`src/uwd_pkg.sv`:
```
package uwd_pkg;
    // Register byte offsets
    localparam logic [7:0] OFF_CTRLA    = 8'h00;
    localparam logic [7:0] OFF_CTRLB    = 8'h04;
    localparam logic [7:0] OFF_IRQ_ENABLE_CLEAR_REG = 8'h14;
    localparam logic [7:0] OFF_IRQ_ENABLE_SET_REG = 8'h16;
    localparam logic [7:0] OFF_FLAG     = 8'h18;
    localparam logic [7:0] OFF_STATUS   = 8'h1A;
    localparam logic [7:0] OFF_SYNCBUSY = 8'h1C;
    localparam logic [7:0] OFF_DATA     = 8'h28;
    localparam logic [7:0] OFF_SLEEP    = 8'h30;
    // CTRLA fields
    localparam int A_SOFT_RESET_BIT    = 0;
    localparam int A_ENABLE   = 1;
    localparam int A_RUN_IN_STANDBY = 7;
    localparam int A_TRANSMIT_PIN_SELECT     = 16;
    localparam int A_RECEIVE_PIN_SELECT     = 20;
    localparam int A_SAMPLE_WINDOW_ADJUST    = 22;
    localparam int A_COMM_MODE_SELECT    = 28;
    // CTRLB fields
    localparam int B_FRAME_START_DETECT_ENABLE = 9;
    localparam int B_TRANSMITTER_ENABLE = 16;
    localparam int B_RECEIVER_ENABLE = 17;
    // Flag bit positions
    localparam int F_DRE   = 0;
    localparam int F_TXC   = 1;
    localparam int F_RXC   = 2;
    localparam int F_RXS   = 3;
    localparam int F_CLEAR_TO_SEND_CHANGE_FLAG = 4;
    localparam int F_BREAK_RECEIVED_FLAG = 5;
    localparam int F_ERROR = 7;
    // Status bit positions
    localparam int S_PARITY_ERROR = 0;
    localparam int S_FRAMING_ERROR = 1;
    // Reset values
    localparam logic [31:0] CTRLA_RST = 32'h0000_0000;
    localparam logic [31:0] CTRLB_RST = 32'h0000_0000;
    localparam logic [7:0]  INTEN_RST = 8'h00;
    // Sample window middles
    localparam logic [3:0] MID16 = 4'h8;
    localparam logic [3:0] MID8  = 4'h4;
    // Write synchronizer depth
    localparam int SYNC_STAGES = 2;
    // AXI responses
    localparam logic [1:0] RESP_OKAY   = 2'h0;
    localparam logic [1:0] RESP_SLVERR = 2'h2;
endpackage : uwd_pkg

```
`src/uwd_rxmem.sv`:
```
`timescale 1ns/1ps
module uwd_rxmem #(
    parameter int DEPTH = 4,
    parameter int WIDTH = 9
) (
    input  wire logic             aclk,
    input  wire logic             aresetn,
    input  wire logic             ce,
    input  wire logic             wr,
    input  wire logic [WIDTH-1:0] wdata,
    input  wire logic             rd,
    output logic      [WIDTH-1:0] rdata,
    output logic                  avail,
    output logic                  full
);
    localparam int AW = $clog2(DEPTH);
    logic [WIDTH-1:0] mem [DEPTH];
    logic [AW:0]      wp_r;
    logic [AW:0]      rp_r;
    wire              do_wr = wr && !full;
    wire              do_rd = rd && avail;

    initial begin
        if (DEPTH < 2 || (DEPTH & (DEPTH - 1)) != 0) $error("DEPTH must be power of two >= 2");
    end

    assign avail = wp_r != rp_r;
    assign full  = (wp_r[AW-1:0] == rp_r[AW-1:0]) && (wp_r[AW] != rp_r[AW]);

    always_ff @(posedge aclk) begin
        if (ce && do_wr) begin
            mem[wp_r[AW-1:0]] <= wdata;
        end
    end

    always_ff @(posedge aclk) begin
        if (!aresetn) begin
            wp_r  <= '0;
            rp_r  <= '0;
            rdata <= '0;
        end else if (ce) begin
            if (do_wr) wp_r <= wp_r + 1'b1;
            if (do_rd) rp_r <= rp_r + 1'b1;
            rdata <= mem[rp_r[AW-1:0] + (do_rd ? 1'b1 : 1'b0)];
        end
    end
endmodule : uwd_rxmem

```
`src/uwd_aux.sv`:
```
// Design decisions made here: the register addresses and register access over AXI4-Lite.
`timescale 1ns/1ps
module uwd_aux #(
    parameter int RX_DEPTH = 4
) (
    input  wire logic        aclk,
    input  wire logic        aresetn,
    input  wire logic        ce,
    input  wire logic [7:0]  s_axi_awaddr,
    input  wire logic        s_axi_awvalid,
    output logic             s_axi_awready,
    input  wire logic [31:0] s_axi_wdata,
    input  wire logic [3:0]  s_axi_wstrb,
    input  wire logic        s_axi_wvalid,
    output logic             s_axi_wready,
    output logic [1:0]       s_axi_bresp,
    output logic             s_axi_bvalid,
    input  wire logic        s_axi_bready,
    input  wire logic [7:0]  s_axi_araddr,
    input  wire logic        s_axi_arvalid,
    output logic             s_axi_arready,
    output logic [31:0]      s_axi_rdata,
    output logic [1:0]       s_axi_rresp,
    output logic             s_axi_rvalid,
    input  wire logic        s_axi_rready,
    input  wire logic        rxd_pad,
    input  wire logic        txd_core,
    output logic             txd_pad,
    output logic             txd_pad_oe_n,
    input  wire logic        rx_sample_tick,
    input  wire logic        rx_bit_start,
    input  wire logic        rx_byte_valid,
    input  wire logic [8:0]  rx_byte,
    input  wire logic        tx_busy,
    input  wire logic        tx_complete_evt,
    input  wire logic        cts_change_evt,
    input  wire logic        break_evt,
    input  wire logic        framing_error,
    input  wire logic        parity_error,
    input  wire logic        other_error_evt,
    input  wire logic        oversample_8x,
    input  wire logic        sleep_req,
    input  wire logic        external_clocking,
    output logic             rx_line,
    output logic             rx_bit_value,
    output logic [8:0]       tx_data,
    output logic             tx_load,
    output logic             osc_request,
    output logic             core_clock_enable,
    output logic             core_soft_reset,
    output logic             core_enable,
    output logic             core_rx_enable,
    output logic             core_tx_enable,
    output logic             dma_rx_req,
    output logic             dma_tx_req,
    output logic             irq,
    output logic             wake
);
    import uwd_pkg::*;

    initial begin
        if (RX_DEPTH < 2) $error("RX_DEPTH too small");
    end

    logic [31:0] ctrla_r, ctrlb_r;
    logic [7:0]  inten_r, flag_r, flag_nxt, status_r;
    logic [8:0]  txbuf_r;
    logic        txfull_r, rxd_q_r, frame_r;
    logic [3:0]  samp_cnt_r;
    logic [2:0]  votes_r;
    logic [SYNC_STAGES-1:0] s_soft_reset_bit_r, s_en_r, s_receiver_enable_r, s_transmitter_enable_r;
    logic        aw_ok_r, w_ok_r;
    logic [7:0]  awaddr_r;
    logic [31:0] wdata_r;
    logic [3:0]  wstrb_r;
    logic        rx_rd;
    logic [8:0]  rx_q;
    logic        rx_avail, rx_full;

    // Write path: capture address and data in either order
    wire do_wr = aw_ok_r && w_ok_r && !s_axi_bvalid;
    wire [7:0] wa = awaddr_r;
    wire wr_ctrla = do_wr && wa == OFF_CTRLA;
    wire wr_ctrlb = do_wr && wa == OFF_CTRLB;
    wire wr_enclr = do_wr && wa == (OFF_IRQ_ENABLE_CLEAR_REG & 8'hFC) && wstrb_r[0];
    wire wr_enset = do_wr && wa == (OFF_IRQ_ENABLE_SET_REG & 8'hFC) && wstrb_r[2];
    wire wr_flag  = do_wr && wa == OFF_FLAG && wstrb_r[0];
    wire wr_data  = do_wr && wa == OFF_DATA;
    wire wr_known = wa == OFF_CTRLA || wa == OFF_CTRLB || wa == OFF_FLAG || wa == OFF_DATA
                    || wa == (OFF_IRQ_ENABLE_CLEAR_REG & 8'hFC) || wa == OFF_SLEEP;
    wire [7:0] clr_bits = wdata_r[7:0];
    wire [7:0] set_bits = wdata_r[23:16];

    assign s_axi_awready = !aw_ok_r && !s_axi_bvalid;
    assign s_axi_wready  = !w_ok_r && !s_axi_bvalid;
    assign s_axi_arready = !s_axi_rvalid;

    function automatic logic [31:0] merge(input logic [31:0] old, input logic [31:0] nw, input logic [3:0] st);
        for (int i = 0; i < 4; i++) begin
            if (st[i]) old[i*8 +: 8] = nw[i*8 +: 8];
        end
        return old;
    endfunction : merge

    function automatic logic maj3(input logic [2:0] v);
        return (v[0] & v[1]) | (v[1] & v[2]) | (v[0] & v[2]);
    endfunction : maj3

    // Loop-back through the pad when pin selections match
    wire loopback = ctrla_r[A_RECEIVE_PIN_SELECT +: 2] == ctrla_r[A_TRANSMIT_PIN_SELECT +: 2];
    assign txd_pad      = txd_core;
    assign txd_pad_oe_n = !core_tx_enable;
    assign rx_line      = (loopback && core_tx_enable) ? txd_core : rxd_pad;

    // Sleep policy
    wire run_in_standby = ctrla_r[A_RUN_IN_STANDBY];
    wire busy     = tx_busy || frame_r;
    wire clk_off  = sleep_req && !run_in_standby && !busy;
    wire drop_rx  = sleep_req && !run_in_standby && external_clocking && !frame_r;
    wire fall     = rxd_q_r && !rx_line;
    wire sof      = ctrlb_r[B_FRAME_START_DETECT_ENABLE] && fall && core_rx_enable;
    assign osc_request       = frame_r || sof || !clk_off;
    assign core_clock_enable = osc_request && !(drop_rx && !sof);

    // Sample window: three samples about the middle, shifted by adjust
    wire [3:0] mid = (oversample_8x ? MID8 : MID16) + {2'b00, ctrla_r[A_SAMPLE_WINDOW_ADJUST +: 2]};
    wire in_win = samp_cnt_r == mid - 4'h1 || samp_cnt_r == mid || samp_cnt_r == mid + 4'h1;
    assign rx_bit_value = ctrla_r[A_COMM_MODE_SELECT] ? rx_line : maj3(votes_r);

    // Flags
    wire rx_push = rx_byte_valid && core_rx_enable && !drop_rx;
    wire rx_read = s_axi_arvalid && s_axi_arready && s_axi_araddr == OFF_DATA;
    assign rx_rd = rx_read;
    always_comb begin
        flag_nxt = flag_r;
        if (wr_flag) flag_nxt = flag_r & ~clr_bits;
        flag_nxt[F_DRE] = !txfull_r;
        flag_nxt[F_RXC] = rx_avail;
        if (tx_complete_evt) flag_nxt[F_TXC] = 1'b1;
        if (sof && !drop_rx) flag_nxt[F_RXS] = 1'b1;
        if (cts_change_evt) flag_nxt[F_CLEAR_TO_SEND_CHANGE_FLAG] = 1'b1;
        if (break_evt) flag_nxt[F_BREAK_RECEIVED_FLAG] = 1'b1;
        if (framing_error || parity_error || other_error_evt) flag_nxt[F_ERROR] = 1'b1;
        flag_nxt[6] = 1'b0;
    end

    // Request is pure combination of flag and enable, no clock needed
    wire [7:0] pend = flag_r & inten_r;
    assign irq = |pend;
    wire err_wakes = pend[F_ERROR] && status_r[7:2] != 6'h00;
    wire [7:0] wake_set = run_in_standby ? (pend & ~(8'h01 << F_ERROR)) : (pend & 8'h0C);
    assign wake = |wake_set || (run_in_standby && err_wakes);

    assign dma_rx_req = rx_avail;
    assign dma_tx_req = !txfull_r && core_tx_enable;

    assign core_soft_reset = s_soft_reset_bit_r[SYNC_STAGES-1];
    assign core_enable     = s_en_r[SYNC_STAGES-1];
    assign core_rx_enable  = s_receiver_enable_r[SYNC_STAGES-1];
    assign core_tx_enable  = s_transmitter_enable_r[SYNC_STAGES-1];
    wire [2:0] sync_busy = {ctrlb_r[B_RECEIVER_ENABLE] != core_rx_enable || ctrlb_r[B_TRANSMITTER_ENABLE] != core_tx_enable,
                            ctrla_r[A_ENABLE] != core_enable, ctrla_r[A_SOFT_RESET_BIT] != core_soft_reset};

    wire [31:0] rd_mux =
        s_axi_araddr == OFF_CTRLA ? ctrla_r :
        s_axi_araddr == OFF_CTRLB ? ctrlb_r :
        s_axi_araddr == (OFF_IRQ_ENABLE_CLEAR_REG & 8'hFC) ? {8'h00, inten_r, 8'h00, inten_r} :
        s_axi_araddr == OFF_FLAG ? {8'h00, status_r, 8'h00, flag_r} :
        s_axi_araddr == OFF_SYNCBUSY ? {29'h0, sync_busy} :
        s_axi_araddr == OFF_DATA ? {23'h0, rx_q} :
        s_axi_araddr == OFF_SLEEP ? {29'h0, wake, irq, core_clock_enable} : 32'h0000_0000;
    wire rd_known = s_axi_araddr == OFF_CTRLA || s_axi_araddr == OFF_CTRLB || s_axi_araddr == OFF_FLAG
                    || s_axi_araddr == (OFF_IRQ_ENABLE_CLEAR_REG & 8'hFC) || s_axi_araddr == OFF_SYNCBUSY
                    || s_axi_araddr == OFF_DATA || s_axi_araddr == OFF_SLEEP;

    uwd_rxmem #(.DEPTH(RX_DEPTH), .WIDTH(9)) u_rxmem (
        .aclk    (aclk),
        .aresetn (aresetn),
        .ce      (ce),
        .wr      (rx_push),
        .wdata   (rx_byte),
        .rd      (rx_rd),
        .rdata   (rx_q),
        .avail   (rx_avail),
        .full    (rx_full)
    );

    always_ff @(posedge aclk) begin
        if (!aresetn) begin
            aw_ok_r <= 1'b0;
            w_ok_r  <= 1'b0;
            awaddr_r <= 8'h00;
            wdata_r <= 32'h0000_0000;
            wstrb_r <= 4'h0;
            s_axi_bvalid <= 1'b0;
            s_axi_bresp  <= RESP_OKAY;
            s_axi_rvalid <= 1'b0;
            s_axi_rresp  <= RESP_OKAY;
            s_axi_rdata  <= 32'h0000_0000;
        end else if (ce) begin
            if (s_axi_awvalid && s_axi_awready) begin
                aw_ok_r  <= 1'b1;
                awaddr_r <= {s_axi_awaddr[7:2], 2'b00};
            end
            if (s_axi_wvalid && s_axi_wready) begin
                w_ok_r  <= 1'b1;
                wdata_r <= s_axi_wdata;
                wstrb_r <= s_axi_wstrb;
            end
            if (do_wr) begin
                aw_ok_r <= 1'b0;
                w_ok_r  <= 1'b0;
                s_axi_bvalid <= 1'b1;
                s_axi_bresp  <= wr_known ? RESP_OKAY : RESP_SLVERR;
            end else if (s_axi_bready) begin
                s_axi_bvalid <= 1'b0;
            end
            if (s_axi_arvalid && s_axi_arready) begin
                s_axi_rvalid <= 1'b1;
                s_axi_rdata  <= rd_mux;
                s_axi_rresp  <= rd_known ? RESP_OKAY : RESP_SLVERR;
            end else if (s_axi_rready) begin
                s_axi_rvalid <= 1'b0;
            end
        end
    end

    always_ff @(posedge aclk) begin
        if (!aresetn || core_soft_reset) begin
            ctrla_r  <= CTRLA_RST;
            ctrlb_r  <= CTRLB_RST;
            inten_r  <= INTEN_RST;
            flag_r   <= 8'h01;
            status_r <= 8'h00;
            txbuf_r  <= 9'h000;
            txfull_r <= 1'b0;
            tx_load  <= 1'b0;
            tx_data  <= 9'h000;
        end else if (ce) begin
            if (wr_ctrla) ctrla_r <= merge(ctrla_r, wdata_r, wstrb_r);
            if (wr_ctrlb) ctrlb_r <= merge(ctrlb_r, wdata_r, wstrb_r);
            inten_r  <= (inten_r | (wr_enset ? set_bits : 8'h00)) & ~(wr_enclr ? clr_bits : 8'h00);
            flag_r   <= flag_nxt;
            status_r <= (wr_flag ? (status_r & ~wdata_r[23:16]) : status_r)
                        | {5'h00, other_error_evt, framing_error, parity_error};
            tx_load  <= 1'b0;
            if (wr_data) begin
                txbuf_r  <= wdata_r[8:0];
                txfull_r <= 1'b1;
            end else if (txfull_r && !tx_busy && core_tx_enable) begin
                tx_data  <= txbuf_r;
                tx_load  <= 1'b1;
                txfull_r <= 1'b0;
            end
        end
    end

    // Control bits cross into the core domain through a flop chain
    always_ff @(posedge aclk) begin
        if (!aresetn) begin
            s_soft_reset_bit_r <= '0;
            s_en_r    <= '0;
            s_receiver_enable_r  <= '0;
            s_transmitter_enable_r  <= '0;
        end else if (ce) begin
            s_soft_reset_bit_r <= {s_soft_reset_bit_r[SYNC_STAGES-2:0], ctrla_r[A_SOFT_RESET_BIT]};
            s_en_r    <= {s_en_r[SYNC_STAGES-2:0], ctrla_r[A_ENABLE]};
            s_receiver_enable_r  <= {s_receiver_enable_r[SYNC_STAGES-2:0], ctrlb_r[B_RECEIVER_ENABLE] && ctrla_r[A_ENABLE]};
            s_transmitter_enable_r  <= {s_transmitter_enable_r[SYNC_STAGES-2:0], ctrlb_r[B_TRANSMITTER_ENABLE] && ctrla_r[A_ENABLE]};
        end
    end

    always_ff @(posedge aclk) begin
        if (!aresetn) begin
            rxd_q_r    <= 1'b1;
            frame_r    <= 1'b0;
            samp_cnt_r <= 4'h0;
            votes_r    <= 3'h0;
        end else if (ce) begin
            rxd_q_r <= rx_line;
            if (sof) frame_r <= 1'b1;
            else if (rx_byte_valid) frame_r <= 1'b0;
            if (rx_bit_start) samp_cnt_r <= 4'h0;
            else if (rx_sample_tick) samp_cnt_r <= samp_cnt_r + 4'h1;
            if (rx_sample_tick && in_win) votes_r <= {votes_r[1:0], rx_line};
        end
    end
endmodule : uwd_aux

```
`config.mk`:
```
export PLATFORM = sky130hd
export DESIGN_NAME = uwd_aux
export DESIGN_NICKNAME = d
export VERILOG_FILES = /design/src/uwd_pkg.sv /design/src/uwd_rxmem.sv /design/src/uwd_aux.sv
export SDC_FILE = /design/constraint.sdc
export NUM_CORES = 1
export LEC_CHECK = 0
export BUFFER_PORTS_ARGS = -buffer_cell sky130_fd_sc_hd__buf_2
export CAP_MARGIN = 20
export CORE_AREA = 2 2 144 146
export DETAILED_ROUTE_END_ITERATION = 10
export DIE_AREA = 0 0 146 148
export GPL_ROUTABILITY_DRIVEN = 0
export GPL_TIMING_DRIVEN = 0
export PLACE_DENSITY = 0.81
export SYNTH_ARGS = -nofsm -noshare
export SYNTH_HDL_FRONTEND = slang
export SYNTH_SLANG_ARGS = --single-unit
```
`constraint.sdc`:
```
create_clock -name aclk -period 6.2 [get_ports aclk]
set_input_delay 0.31 -clock aclk [delete_from_list [all_inputs] [get_ports aclk]]
set_output_delay 0.31 -clock aclk [all_outputs]
set_load 0.005 [all_outputs]
```
Word level (Yosys, flattened, before mapping) --
Memories as Yosys holds them, arrays and structs flattened. A register that Yosys moved wholly into a read port is not among the register bits. Index checks and enable logic that the tools add are counted. W data, S select, Z words.
Word-level totals: register bits after elaboration 212, RAM bits 36, input port bits 84, output and inout port bits 65, word-level logic and storage cells 252, memories kept 1
Memory list:
- u_rxmem.mem | words 4, width 9, rd ports 1, clocked after Yosys merged registers in 1, wr ports 1, line uwd_rxmem.sv:17 | logic [WIDTH-1:0] mem [DEPTH];
Operators by class: add/sub/neg operators 7, equality and inequality tests 22, mux-type cells 41, bitwise operators 15, reduce and logical (&&, ||, !) cells 126
Operators with widths (number):
- $mux W32 | 2
- $mux W24 | 2
- $logic_and A1 B1 Y1 | 41
- $reduce_and A2 Y1 | 20
- $and A8 B8 Y8 | 4
- $mux W8 | 4
- $reduce_and A3 Y1 | 9
- $eq A8 B5 Y1 const B | 3
- $mux W1 | 24
- $not A8 Y8 | 3
- $reduce_bool A2 Y1 | 12
- $logic_or A1 B1 Y1 | 21
- $logic_not A1 Y1 | 18
- $mux W9 | 2
- $eq A8 B6 Y1 const B | 2
- $logic_not A8 Y1 | 2
- $reduce_or A8 Y1 | 2
- $eq A4 B4 Y1 | 3
- $eq A6 B3 Y1 const B | 2
- $eq A6 B4 Y1 const B | 2
- $mux W4 | 3
- $add A4 B1 Y4 const B | 2
- $eq A8 B3 Y1 const B | 1
- $or A8 B3 Y8 | 1
- other kinds (16) | 26

Depth between registers and ports, before layout --
Gate-level depths: netlist (run 1).
depth after elaboration 18, gate-level depth with buffers 9

Cells and area by module --
A second synthesis (run 1) with hierarchy kept.
Second synthesis, totals: cell total of the unflattened synthesis 1235, area total of the unflattened synthesis 11192.0 µm²
Modules (own cells, without submodules):
- uwd_aux | instances 1, cells an instance 1112, area each 9113.7 µm², seq. area each 4083.9 µm²
- uwd_rxmem | instances 1, cells an instance 123, area each 2078.2 µm², seq. area each 1381.3 µm²

Worst setup path after synthesis (run 1) --
No wires, ideal clock.
kind in2reg, from input port s_axi_araddr[2], to register u_rxmem.rdata[0], read port of u_rxmem.mem, setup time 128 ps, arrival time 2644 ps, data required time 6072 ps, path slack 3429 ps, stages 9, cell sequence buf_4 nor4b_4 and3_1 and4_1 ha_1 buf_1 mux4_2 mux2i_1 nor2_1
On the way: word-level cells in the longest chain between the ends 5
RTL lines:
- start: declaration | line uwd_aux.sv:19 | input wire logic [7:0] s_axi_araddr,
- $eq A8 B6 Y1 | line uwd_aux.sv:132 | wire rx_read = s_axi_arvalid && s_axi_arready && s_axi_araddr == OFF_DATA;
- $logic_and A1 B1 Y1 | line uwd_aux.sv:132
- $logic_and A1 B1 Y1 | line uwd_rxmem.sv:21 | wire do_rd = rd && avail;
- $mux W1 | line uwd_rxmem.sv:44 | rdata <= mem[rp_r[AW-1:0] + (do_rd ? 1'b1 : 1'b0)];
- $add A2 B2 Y2 | line uwd_rxmem.sv:44
- end: declaration | line uwd_rxmem.sv:12 | output logic [WIDTH-1:0] rdata,
Every way passes these cells. A chain may end at the register's enable or synchronous reset.

Worst setup path in the final report (run 1) --
from input port s_axi_araddr[1], to register u_rxmem.rdata[5], read port of u_rxmem.mem
Same word-level chain as after synthesis.

==> results of run 1 <==
## registers in the layout, summed over array words and instances, names as in the netlist, 9 cells and up
signal         flops
ctrla_r           32
ctrlb_r           32
s_axi_rdata       32
tx_data            9
txbuf_r            9
u_rxmem.mem       36
u_rxmem.rdata      9
wdata_r           32
## final timing paths
check | startpoint | slack (ns) | end | depth (start not counted)
max reg2reg | u_rxmem.wp_r[0] | 3.09 | u_rxmem.rdata[5] | 8
min | rx_byte[1] | 0.009 | u_rxmem.mem[3][1] | 1
max | s_axi_araddr[1] | 3.08 | u_rxmem.rdata[5] | 9
min reg2reg | status_r[6] | 0.45 | status_r[6] | 2
## critical path: stages
cell	delay (ns)
buf_2	0.15
nor3b_1	0.67
and3_1	0.46
and4_1	0.25
ha_1	0.16
xor2_1	0.81
mux4_2	0.45
mux2i_1	0.20
nor2_1	0.05
## per-layer routing
layer | routed length, µm | up-vias
li1 | - | 4596
met1 | 13180 | 4655
met2 | 14430 | 663
met3 | 3972 | 127
met4 | 1275 | 0
met5 | 0 | -
## timing repair
item                      CTS  global route
hold endpoints to repair   30             0
hold buffers                8             0
buffers inserted            0             0
## layout make-up
cell class,count,area [µm²],share of cell area (%)
Inverter,14,52.55,0.4074
Multi-Input combinational cell,836,4952,38.39
Clock buffer,40,847.1,6.566
Timing Repair Buffer,150,790.8,6.130
Buffer,83,372.9,2.890
Sequential cell,255,5465,42.37
Tap cell,270,337.8,2.619
Clock inverter,10,81.33,0.6305
## placed cells by master (no fill, tap or decap), types with 12 or more instances in the layout
| cell | count |
|---|---|
| nand2_1 | 200 |
| a21oi_1 | 144 |
| a211oi_1 | 13 |
| edfxtp_1 | 36 |
| nand3_1 | 85 |
| clkbuf_16 | 29 |
| nor2_1 | 104 |
| buf_2 | 161 |
| mux2i_1 | 45 |
| a221oi_1 | 19 |
| o21ai_0 | 13 |
| dfxtp_1 | 219 |
| clkbuf_1 | 56 |
| nor3_1 | 21 |
| xnor2_1 | 12 |
| inv_1 | 14 |
## where the power goes
| group | internal (µW) | leakage (µW) | switching (µW) | total (µW) |
|---|---|---|---|---|
| sequential | 1710 | 0.00210 | 37.8 | 1750 |
| combinational | 85.8 | 0.00240 | 146 | 232 |
| clock | 986 | 0.000465 | 658 | 1640 |
| total | 2780 | 0.00496 | 843 | 3620 |
## cell usage after synthesis, types with 3 or more instances
master    number  share of area (%)
a211oi_1      13               0.90
a21o_1         5               0.35
a21oi_1      144                6.6
a221oi_1      19                1.5
a22o_1         4               0.32
a22oi_1       10               0.69
a31oi_1       10               0.58
a32oi_1        3               0.24
and3_1        11               0.63
buf_2         19               0.88
buf_4          8               0.55
clkbuf_1      53                1.8
dfxtp_1      219                 40
edfxtp_1      36                 10
ha_1           9                1.0
inv_1         14               0.48
mux2i_1       45                4.2
mux4_2         9                1.9
nand2_1      200                6.9
nand2b_1      10               0.58
nand3_1       85                3.9
nand3b_1       6               0.42
nand4_1        5               0.29
nor2_1       104                3.6
nor2b_1        8               0.46
nor3_1        21               0.97
nor3b_1        4               0.28
nor4_1         4               0.23
nor4b_4        4               0.88
o211ai_1       7               0.48
o21ai_0       13               0.60
o221ai_1       3               0.24
o31a_1         3               0.24
o31ai_1        3               0.21
or3_1          4               0.23
xnor2_1       12               0.97
xor2_1         9               0.73
## kinds of logic after synthesis
group           after synthesis  synth area share (%)
mux                          56                 6.233
compound gates              260                 15.06
fa+ha+maj                     9                 1.039
xor+xnor                     21                 1.697
other cells                   1               0.03460
buf+inv                      97                 3.925
flops                       255                 50.42
simple gates                488                 21.59
## per-stage QoR
stage | area, µm² | cells | hold WS (ns) | worst slack (ns)
2_1_floorplan | 10840 | 1188 | 0.4089 | 3.429
3_3_place_gp | 11890 | 1600 | 0.4304 | 2.751
3_5_place_dp | 11890 | 1600 | 0.4325 | 2.674
4_1_cts | 12900 | 1658 | 0.004683 | 3.109
5_1_grt | 12900 | 1658 | 0.002944 | 2.904
6_report | 12900 | 1658 | 0.009486 | 3.079
==> metrics.cfg, run 1 <==
[timing]
slew_headroom_pct = 30.96
fin_crit_sh_pct = 50.33
rsz0062_at_grt = no
setup_viol = 0
slew_violations = 0
fmax_mhz = 320.4
finalHoldViolations = 0
tns_ns = 0
fin_skew_ns = 0.02305
min_period_ns = 3.121
tightest_slew_ns = 1.032

[global_routing]
overflow = 0
grt_use_total_pct = 29.70
top_usage_layer = met2
use_met2_pct = 46.34
grt_pass1_wl_um = 50920
grt_max_degree = 14
grt_pass1_vias = 9349
grt_use_met3_pct = 6.420
grtUsageMet1_pct = 40.95
antenna_found_initial = 0

[outcome]
outcome = finished, final reports clean

[drt]
drtAntennaViolNets = 0
vias_per_cell = 6.056
drc = 0
vias = 10040
avgRoutedWirePerCell_um = 19.82
dr.pass1.iters = 6
drt-total-wl_um = 32870
drt_iter0_drc = 1118

[floorplanning]
dieArea_um2 = 21610
fp.coreArea_um2 = 20040
die_w_um = 146
rows = 52
io_pins = 149
die_height_um = 148
initial_utilization_pct = 54.09

[pwr]
power.density_nw_per_um2 = 280.8
leakagePower_uw = 0.004961
power_uw = 3622
peakVddDrop_mv = 0.1844

[yosys]
synthFlopType = dfxtp_1
async_flop_share_pct = 0
netlist_instances = 1187
ys_warn_count = 0
synth_seq_cells = 255
synth_cell_types = 76
synth_edf_count = 36
seq_area_frac_synth_pct = 50.42
avgSynthCellArea_um2 = 9.132
synth_area_um2 = 10840

[final_layout]
fill_cells = 1690
num_antenna_cells = 0
area_growth_pct = 19.01
fin_util_pct = 64.37
layout-drive-gt1-share_pct = 17.72
nets = 1460

[placed_design]
numPortBuffers = 142
dpl.hpwl_um = 23790

[clock_network]
clockBufferDepth = 3
cts_tree = done
clk_pin_slew_ns = 0.06
clkSinkCount = 255
clk_latency_ns = 0.54
cts_made_buffers = 27
htreeDepth = 1
ctsResizeCount = 0
root_buffer = clkbuf_16

[hold_path]
min_path_type = in -> reg

[setup_path]
end_kind = register
cp-start-kind = input pin
path_max_fanout = 9
cp.required_ns = 6.61
path_class = in -> reg
arrival_ns = 3.53

[flow_run]
cap_violations = 0

Note: power is estimated with default switching activity, not from simulation.
==> run 2: changes to the inputs <==
CORE_AREA = 2 2 148 150   (was 2 2 144 146)
DIE_AREA = 0 0 150 152   (was 0 0 146 148)
PLACE_DENSITY = 0.8   (was 0.81)
clock period = 2.6 ns   (was 6.2 ns; I/O delays follow)
==> run 2 against run 1 <==
Net effect:
- combinational power grew to 2.7 times the previous value
- largest cell class unchanged
- routed wire length up 3.3%
- via count increased by 1.4%
- die area grew 5.5%
- utilization is 1.6 points lower
- sequential cell count stayed put
- count of clock-buffer cells in the layout is 2 higher
- sequential power grew 140%
- final cell count increased by 3.7%
==> metrics.cfg, run 2 (synthesized netlist as in run 1, its figures left out) <==
[setup_path]
path_depth = 5  ; was 9
cp-start-kind = register  ; was input pin
critPathSlowestCell = or4_1  ; was xor2_1
cp.required_ns = 2.47  ; was 6.61 ns
critical_path_buf_inv_count = 1  ; unchanged
path_class = reg -> out  ; was in -> reg
path_max_fanout = 3  ; was 9
max_stage_delay_ns = 0.53  ; was 0.81 ns
r2r-end = u_rxmem.rdata[2]  ; was u_rxmem.rdata[5]
end_kind = output port  ; was register
arrival_ns = 2.33  ; was 3.53 ns
cp_top_family = compound AO/OA/AOI/OAI gates  ; was simple AND/OR/NAND/NOR gates
startpoint = status_r[3]  ; was s_axi_araddr[1]
worstReg2RegStart = u_rxmem.rp_r[0]  ; was u_rxmem.wp_r[0]
critical_path.cell_chain = or4_1, o311ai_0, nand2_1, a21bo_2, buf_2  ; was buf_2, nor3b_1, and3_1, and4_1, ha_1, xor2_1, mux4_2, mux2i_1, nor2_1
critPathCapture = wake  ; was u_rxmem.rdata[5]
ff2ff_path_depth = 7  ; was 8
reg2reg_slack_ns = 0.15  ; was 3.09 ns

[final_layout]
area_growth_pct = 23.64  ; was 19.01%
num_antenna_cells = 0  ; unchanged
largest_reg_flops = 36  ; unchanged
nets = 1515  ; was 1460
design_area_um2 = 13400  ; was 12900 µm²
layout-drive-gt1-share_pct = 16.81  ; was 17.72%
fill_cells = 1800  ; was 1690
final_common_cell = dfxtp_1  ; unchanged
final_cell_mix = dfxtp_1, nand2_1, buf_2  ; unchanged

[clock_network]
root_buffer = clkbuf_16  ; unchanged
clockBufferDepth = 3  ; unchanged
htreeDepth = 1  ; unchanged
cts_tree = done  ; unchanged
clk_latency_ns = 0.53  ; was 0.54 ns
clk_pin_slew_ns = 0.06  ; about the same
clkSinkCount = 255  ; unchanged
cts_made_buffers = 26  ; was 27

[placed_design]
place_area_um2 = 11900  ; was 11890 µm²
numPortBuffers = 142  ; unchanged
dp_slack_ns = -0.6971  ; was 2.674 ns
dpl.hpwl_um = 24220  ; was 23790 µm

[floorplanning]
initial_utilization_pct = 50.77  ; was 54.09%
fp.coreArea_um2 = 21350  ; was 20040 µm²
die_w_um = 150  ; was 146 µm
die_height_um = 152  ; was 148 µm
rows = 54  ; was 52
io_pins = 149  ; unchanged
dieArea_um2 = 22800  ; was 21610 µm²

[timing]
tns_ns = 0  ; unchanged
fin_crit_sh_pct = 94.44
setup_viol = 0  ; unchanged
min_period_ns = 2.455
slew_headroom_pct = 45.05  ; was 30.96%
rsz0062_at_grt = no  ; unchanged
fmax_mhz = 407.3
fin_skew_ns = 0.01016  ; was 0.02305 ns
slew_violations = 0  ; unchanged
finalHoldViolations = 0  ; unchanged
setup_ws_ns = 0.1446  ; was 3.079 ns
tightest_slew_ns = 0.8243  ; was 1.032 ns

[drt]
drt_iter0_drc = 1044  ; was 1118
vias = 10180  ; was 10040
dr.pass1.iters = 7  ; was 6
drtAntennaViolNets = 0  ; unchanged
avgRoutedWirePerCell_um = 19.73  ; was 19.82 µm
drc = 0  ; unchanged
drt-total-wl_um = 33940  ; was 32870 µm
vias_per_cell = 5.919  ; was 6.056

[pwr]
power.density_nw_per_um2 = 626.1  ; was 280.8 nW/µm²
peakVddDrop_mv = 0.3787  ; was 0.1844 mV
leakagePower_uw = 0.005137  ; was 0.004961 µW

[global_routing]
grt_pass1_wl_um = 52490  ; was 50920 µm
grt_pass1_vias = 9743  ; was 9349
grt_use_total_pct = 29.23  ; was 29.70%
grt_max_degree = 14  ; unchanged
antenna_found_initial = 0  ; unchanged
overflow = 0  ; unchanged

[outcome]
outcome = finished, final reports clean  ; unchanged

[flow_run]
cap_violations = 0  ; unchanged

[hold_path]
min_path_type = in -> reg  ; unchanged

## run 2: cell types whose count changed in the layout (fill, tap and decap cells not counted), moves of 3 or more
cell	change
buf_4	+3
clkbuf_1	+6
clkbuf_8	-3
dlygate4sd3_1	+54
clkinv_2	-4
## run 2: worst min-delay path by stage
stage,slack (ns),cells past startpoint,from,to
finish,0.04,4,rx_sample_tick,samp_cnt_r[2]
global route,0.05,4,rx_sample_tick,samp_cnt_r[2]
CTS,0.03,4,rx_sample_tick,samp_cnt_r[2]
floorplan,0.23,0,rx_byte[0],u_rxmem.mem[0][0]
detailed placement,0.35,1,rx_byte[5],u_rxmem.mem[1][5]
global placement,0.34,1,rx_byte[7],u_rxmem.mem[2][7]
## run 2: cell type report
type	instances	area, µm²	share of cell area (%)
timing repair buffer	207	1354	10.10
inverter	14	52.55	0.3921
clock inverter	4	22.52	0.1681
tap	280	350.3	2.614
multi-input combinational	836	4984	37.19
sequential	255	5466	40.79
buffer	82	369.1	2.754
clock buffer	42	803.3	5.994
## run 2: layer usage
layer	vias to the layer above	track usage, %	share of wire (%)
met1	4794	38.67	39
li1	4694	-	-
met4	0	12.76	4.8
met3	120	6.366	11
met5	-	0	0
met2	572	46.03	45
## run 2: worst reg2reg max path, delay by kind of cell (launching register included)
family	cells	cell delay (ns)
muxes	2	0.77
and+or+nand+nor	3	0.52
DFF	1	0.47
adders and majority gates	1	0.39
xor gates and xnor gates	1	0.18
## run 2: report_power, final
group	leakage [µW]	switching, µW	total, µW	internal [µW]
combinational	0.00263	366	623	257
clock	0.000404	1510	3610	2100
sequential	0.00210	89.5	4160	4070
## run 2: what timing repair did
action | in CTS | in global routing
endpoints found under the setup margin | 9 | 8
hold buffers | 62 | 0
gates resized for setup | 4 | 1
hold endpoints to repair | 89 | 0
buffers inserted | 0 | 3
## run 2: metrics by stage
step | total power, µW | cells | hold slack [ns] | utilization, %
floorplan | 4515 | 1188 | 0.2289 | -
global placement | 4759 | 1610 | 0.3425 | 55.75
detailed placement | 4774 | 1610 | 0.3498 | 55.75
CTS | 8381 | 1717 | 0.03128 | 62.66
global route | 8615 | 1720 | 0.04695 | 62.77
finish | 8391 | 1720 | 0.03633 | 62.77
==> run 3: changes to the inputs <==
CELL_PAD_IN_SITES_DETAIL_PLACEMENT = 0   (was default)
CELL_PAD_IN_SITES_GLOBAL_PLACEMENT = 1   (was default)
CORE_AREA = 2 2 168 170   (was 2 2 148 150)
CTS_CLUSTER_DIAMETER = 40   (was default)
DIE_AREA = 0 0 170 172   (was 0 0 150 152)
PLACE_DENSITY = 0.81   (was 0.8)
==> run 3 against run 2 <==
Net effect:
- utilization fell by 12 points
- die area rose by 28%
- routed wire length rose by 3.8%
- sequential share of layout area fell by 1.4 points
- non-clock buffer count fell by 3
- worst hold slack improved by 0.0066 ns
- design area rose by 3.5%
- first-iteration DRC count fell by 19%
- critical endpoint is now u_rxmem.rdata[4]
- total power rose by 15%
- fmax fell by 0.48%
- worst setup slack got worse by 0.012 ns
==> metrics.cfg, run 3 (synthesized netlist as in run 1, its figures left out) <==
[global_routing]
antenna_found_initial = 1  ; was 0
overflow = 0  ; unchanged
grt_pass1_wl_um = 53250  ; was 52490 µm
grt_max_degree = 13  ; was 14
grt_pass1_vias = 9275  ; was 9743
grt_use_total_pct = 23.89  ; was 29.23%

[final_layout]
layout-drive-gt1-share_pct = 18.19  ; was 16.81%
fill_cells = 2656  ; was 1800
final_cell_mix = dfxtp_1, nand2_1, buf_2  ; unchanged
nets = 1523  ; was 1515
largest_reg_flops = 36  ; unchanged
final_common_cell = dfxtp_1  ; unchanged
area_growth_pct = 27.93  ; was 23.64%
instances_no_fill = 1804  ; was 1720

[drt]
vias = 9762  ; was 10180
drt-total-wl_um = 35250  ; was 33940 µm
drtAntennaViolNets = 0  ; unchanged
drt_iter0_drc = 844  ; was 1044
dr.pass1.iters = 6  ; was 7
vias_per_cell = 5.411  ; was 5.919
avgRoutedWirePerCell_um = 19.54  ; was 19.73 µm
drc = 0  ; unchanged

[setup_path]
reg2reg_slack_ns = 0.13  ; was 0.15 ns
end_kind = register  ; was output port
startpoint = u_rxmem.rp_r[0]  ; was status_r[3]
r2r-end = u_rxmem.rdata[4]  ; was u_rxmem.rdata[2]
path_max_fanout = 9  ; was 3
arrival_ns = 2.85  ; was 2.33 ns
worstReg2RegStart = u_rxmem.rp_r[0]  ; unchanged
cp-start-kind = register  ; unchanged
ff2ff_path_depth = 7  ; unchanged
cp.required_ns = 2.98  ; was 2.47 ns
path_class = reg -> reg  ; was reg -> out
critPathCapture = u_rxmem.rdata[4]  ; was wake

[floorplanning]
fp.coreArea_um2 = 27480  ; was 21350 µm²
die_height_um = 172  ; was 152 µm
die_w_um = 170  ; was 150 µm
io_pins = 149  ; unchanged
dieArea_um2 = 29240  ; was 22800 µm²
initial_utilization_pct = 39.45  ; was 50.77%
rows = 61  ; was 54

[timing]
finalHoldViolations = 0  ; unchanged
min_period_ns = 2.467  ; was 2.455 ns
fmax_mhz = 405.3  ; was 407.3 MHz
tightest_slew_ns = 0.8242  ; was 0.8243 ns
fin_crit_sh_pct = 94.89  ; was 94.44%
setup_viol = 0  ; unchanged
slew_violations = 0  ; unchanged
fin_skew_ns = 0.02343  ; was 0.01016 ns
slew_headroom_pct = 45.05  ; about the same
holdWs_ns = 0.04297  ; was 0.03633 ns

[placed_design]
dp_cells = 1676  ; was 1610
numPortBuffers = 142  ; unchanged
dpl.hpwl_um = 25480  ; was 24220 µm

[clock_network]
htreeDepth = 2  ; was 1
clk_latency_ns = 0.52  ; was 0.53 ns
cts_made_buffers = 37  ; was 26
root_buffer = clkbuf_16  ; unchanged
cts_tree = done  ; unchanged
clkSinkCount = 255  ; unchanged
clockBufferDepth = 3  ; unchanged
clk_pin_slew_ns = 0.06  ; about the same

[pwr]
peakVddDrop_mv = 0.4370  ; was 0.3787 mV
power.density_nw_per_um2 = 698.3  ; was 626.1 nW/µm²
leakagePower_uw = 0.005300  ; was 0.005137 µW

[hold_path]
min_path_type = in -> reg  ; unchanged

[outcome]
outcome = finished, final reports clean  ; unchanged

[flow_run]
cap_violations = 0  ; unchanged

==> run 3: power by group <==
group          internal, µW  leakage (µW)  switching, µW
sequential             4070       0.00210           82.8
clock                  2980      0.000589           1920
combinational           257       0.00261            368
==> run 3: worst min-delay path by stage <==
stage / start / endpoint / slack, ns / cells past startpoint
2_1_floorplan: rx_byte[0] / u_rxmem.mem[0][0] / 0.23 / 0
3_3_place_gp: rx_byte[1] / u_rxmem.mem[2][1] / 0.34 / 1
3_5_place_dp: rx_byte[1] / u_rxmem.mem[2][1] / 0.35 / 1
4_1_cts: external_clocking / flag_r[3] / 0.04 / 4
5_1_grt: external_clocking / flag_r[3] / 0.07 / 4
6_report: external_clocking / flag_r[3] / 0.04 / 4
==> run 3: worst max-delay path: stages, from the launching register on <==
cell and delay (ns):
dfxtp_1 0.46, xnor2_1 0.18, nand3b_1 0.23, and4_1 0.30
ha_4 0.40, mux4_2 0.55, mux2i_1 0.17, nor2_1 0.05
==> run 3: final cells by class <==
type	count	area, µm²	area share [%]
buffer	82	369.1	2.662
multi-input combinational	836	4987	35.97
sequential	255	5466	39.42
antenna	1	2.502	0.01805
clock buffer	45	1030	7.426
tap	346	432.9	3.122
inverter	14	52.55	0.3790
timing repair buffer	204	1331	9.600
clock inverter	21	195.2	1.408
==> run 3: per-layer routing <==
layer  up-vias  global-route usage (%)  wire (µm)
met1      4600                   32.56      15520
met3        57                   4.211       2589
li1       4724                       -          -
met2       381                   38.31      16120
met4         0                   8.436       1020
met5         -                       0          0
==> run 3: metrics by stage <==
step	cell area, µm²	setup WS (ns)	utilization, %	setup TNS (ns)	total power [µW]
finish	13870	0.1328	50.47	0	9684
global route	13870	-0.002644	50.47	-0.004710	9978
CTS	13850	0.001043	50.40	0	9733
detailed placement	11990	-0.7373	43.62	-6.313	4784
global placement	11990	-0.6825	43.62	-5.941	4776
floorplan	10840	0.008547	-	0	4515
==> run 3: what timing repair did <==
| item | in CTS | in global routing |
|---|---|---|
| hold buffers | 62 | 0 |
| resized for setup | 3 | 3 |
| cloned | 0 | 0 |
| setup endpoints to repair | 9 | 10 |
| setup buffers | 0 | 0 |
| endpoints found under the hold margin | 89 | 0 |
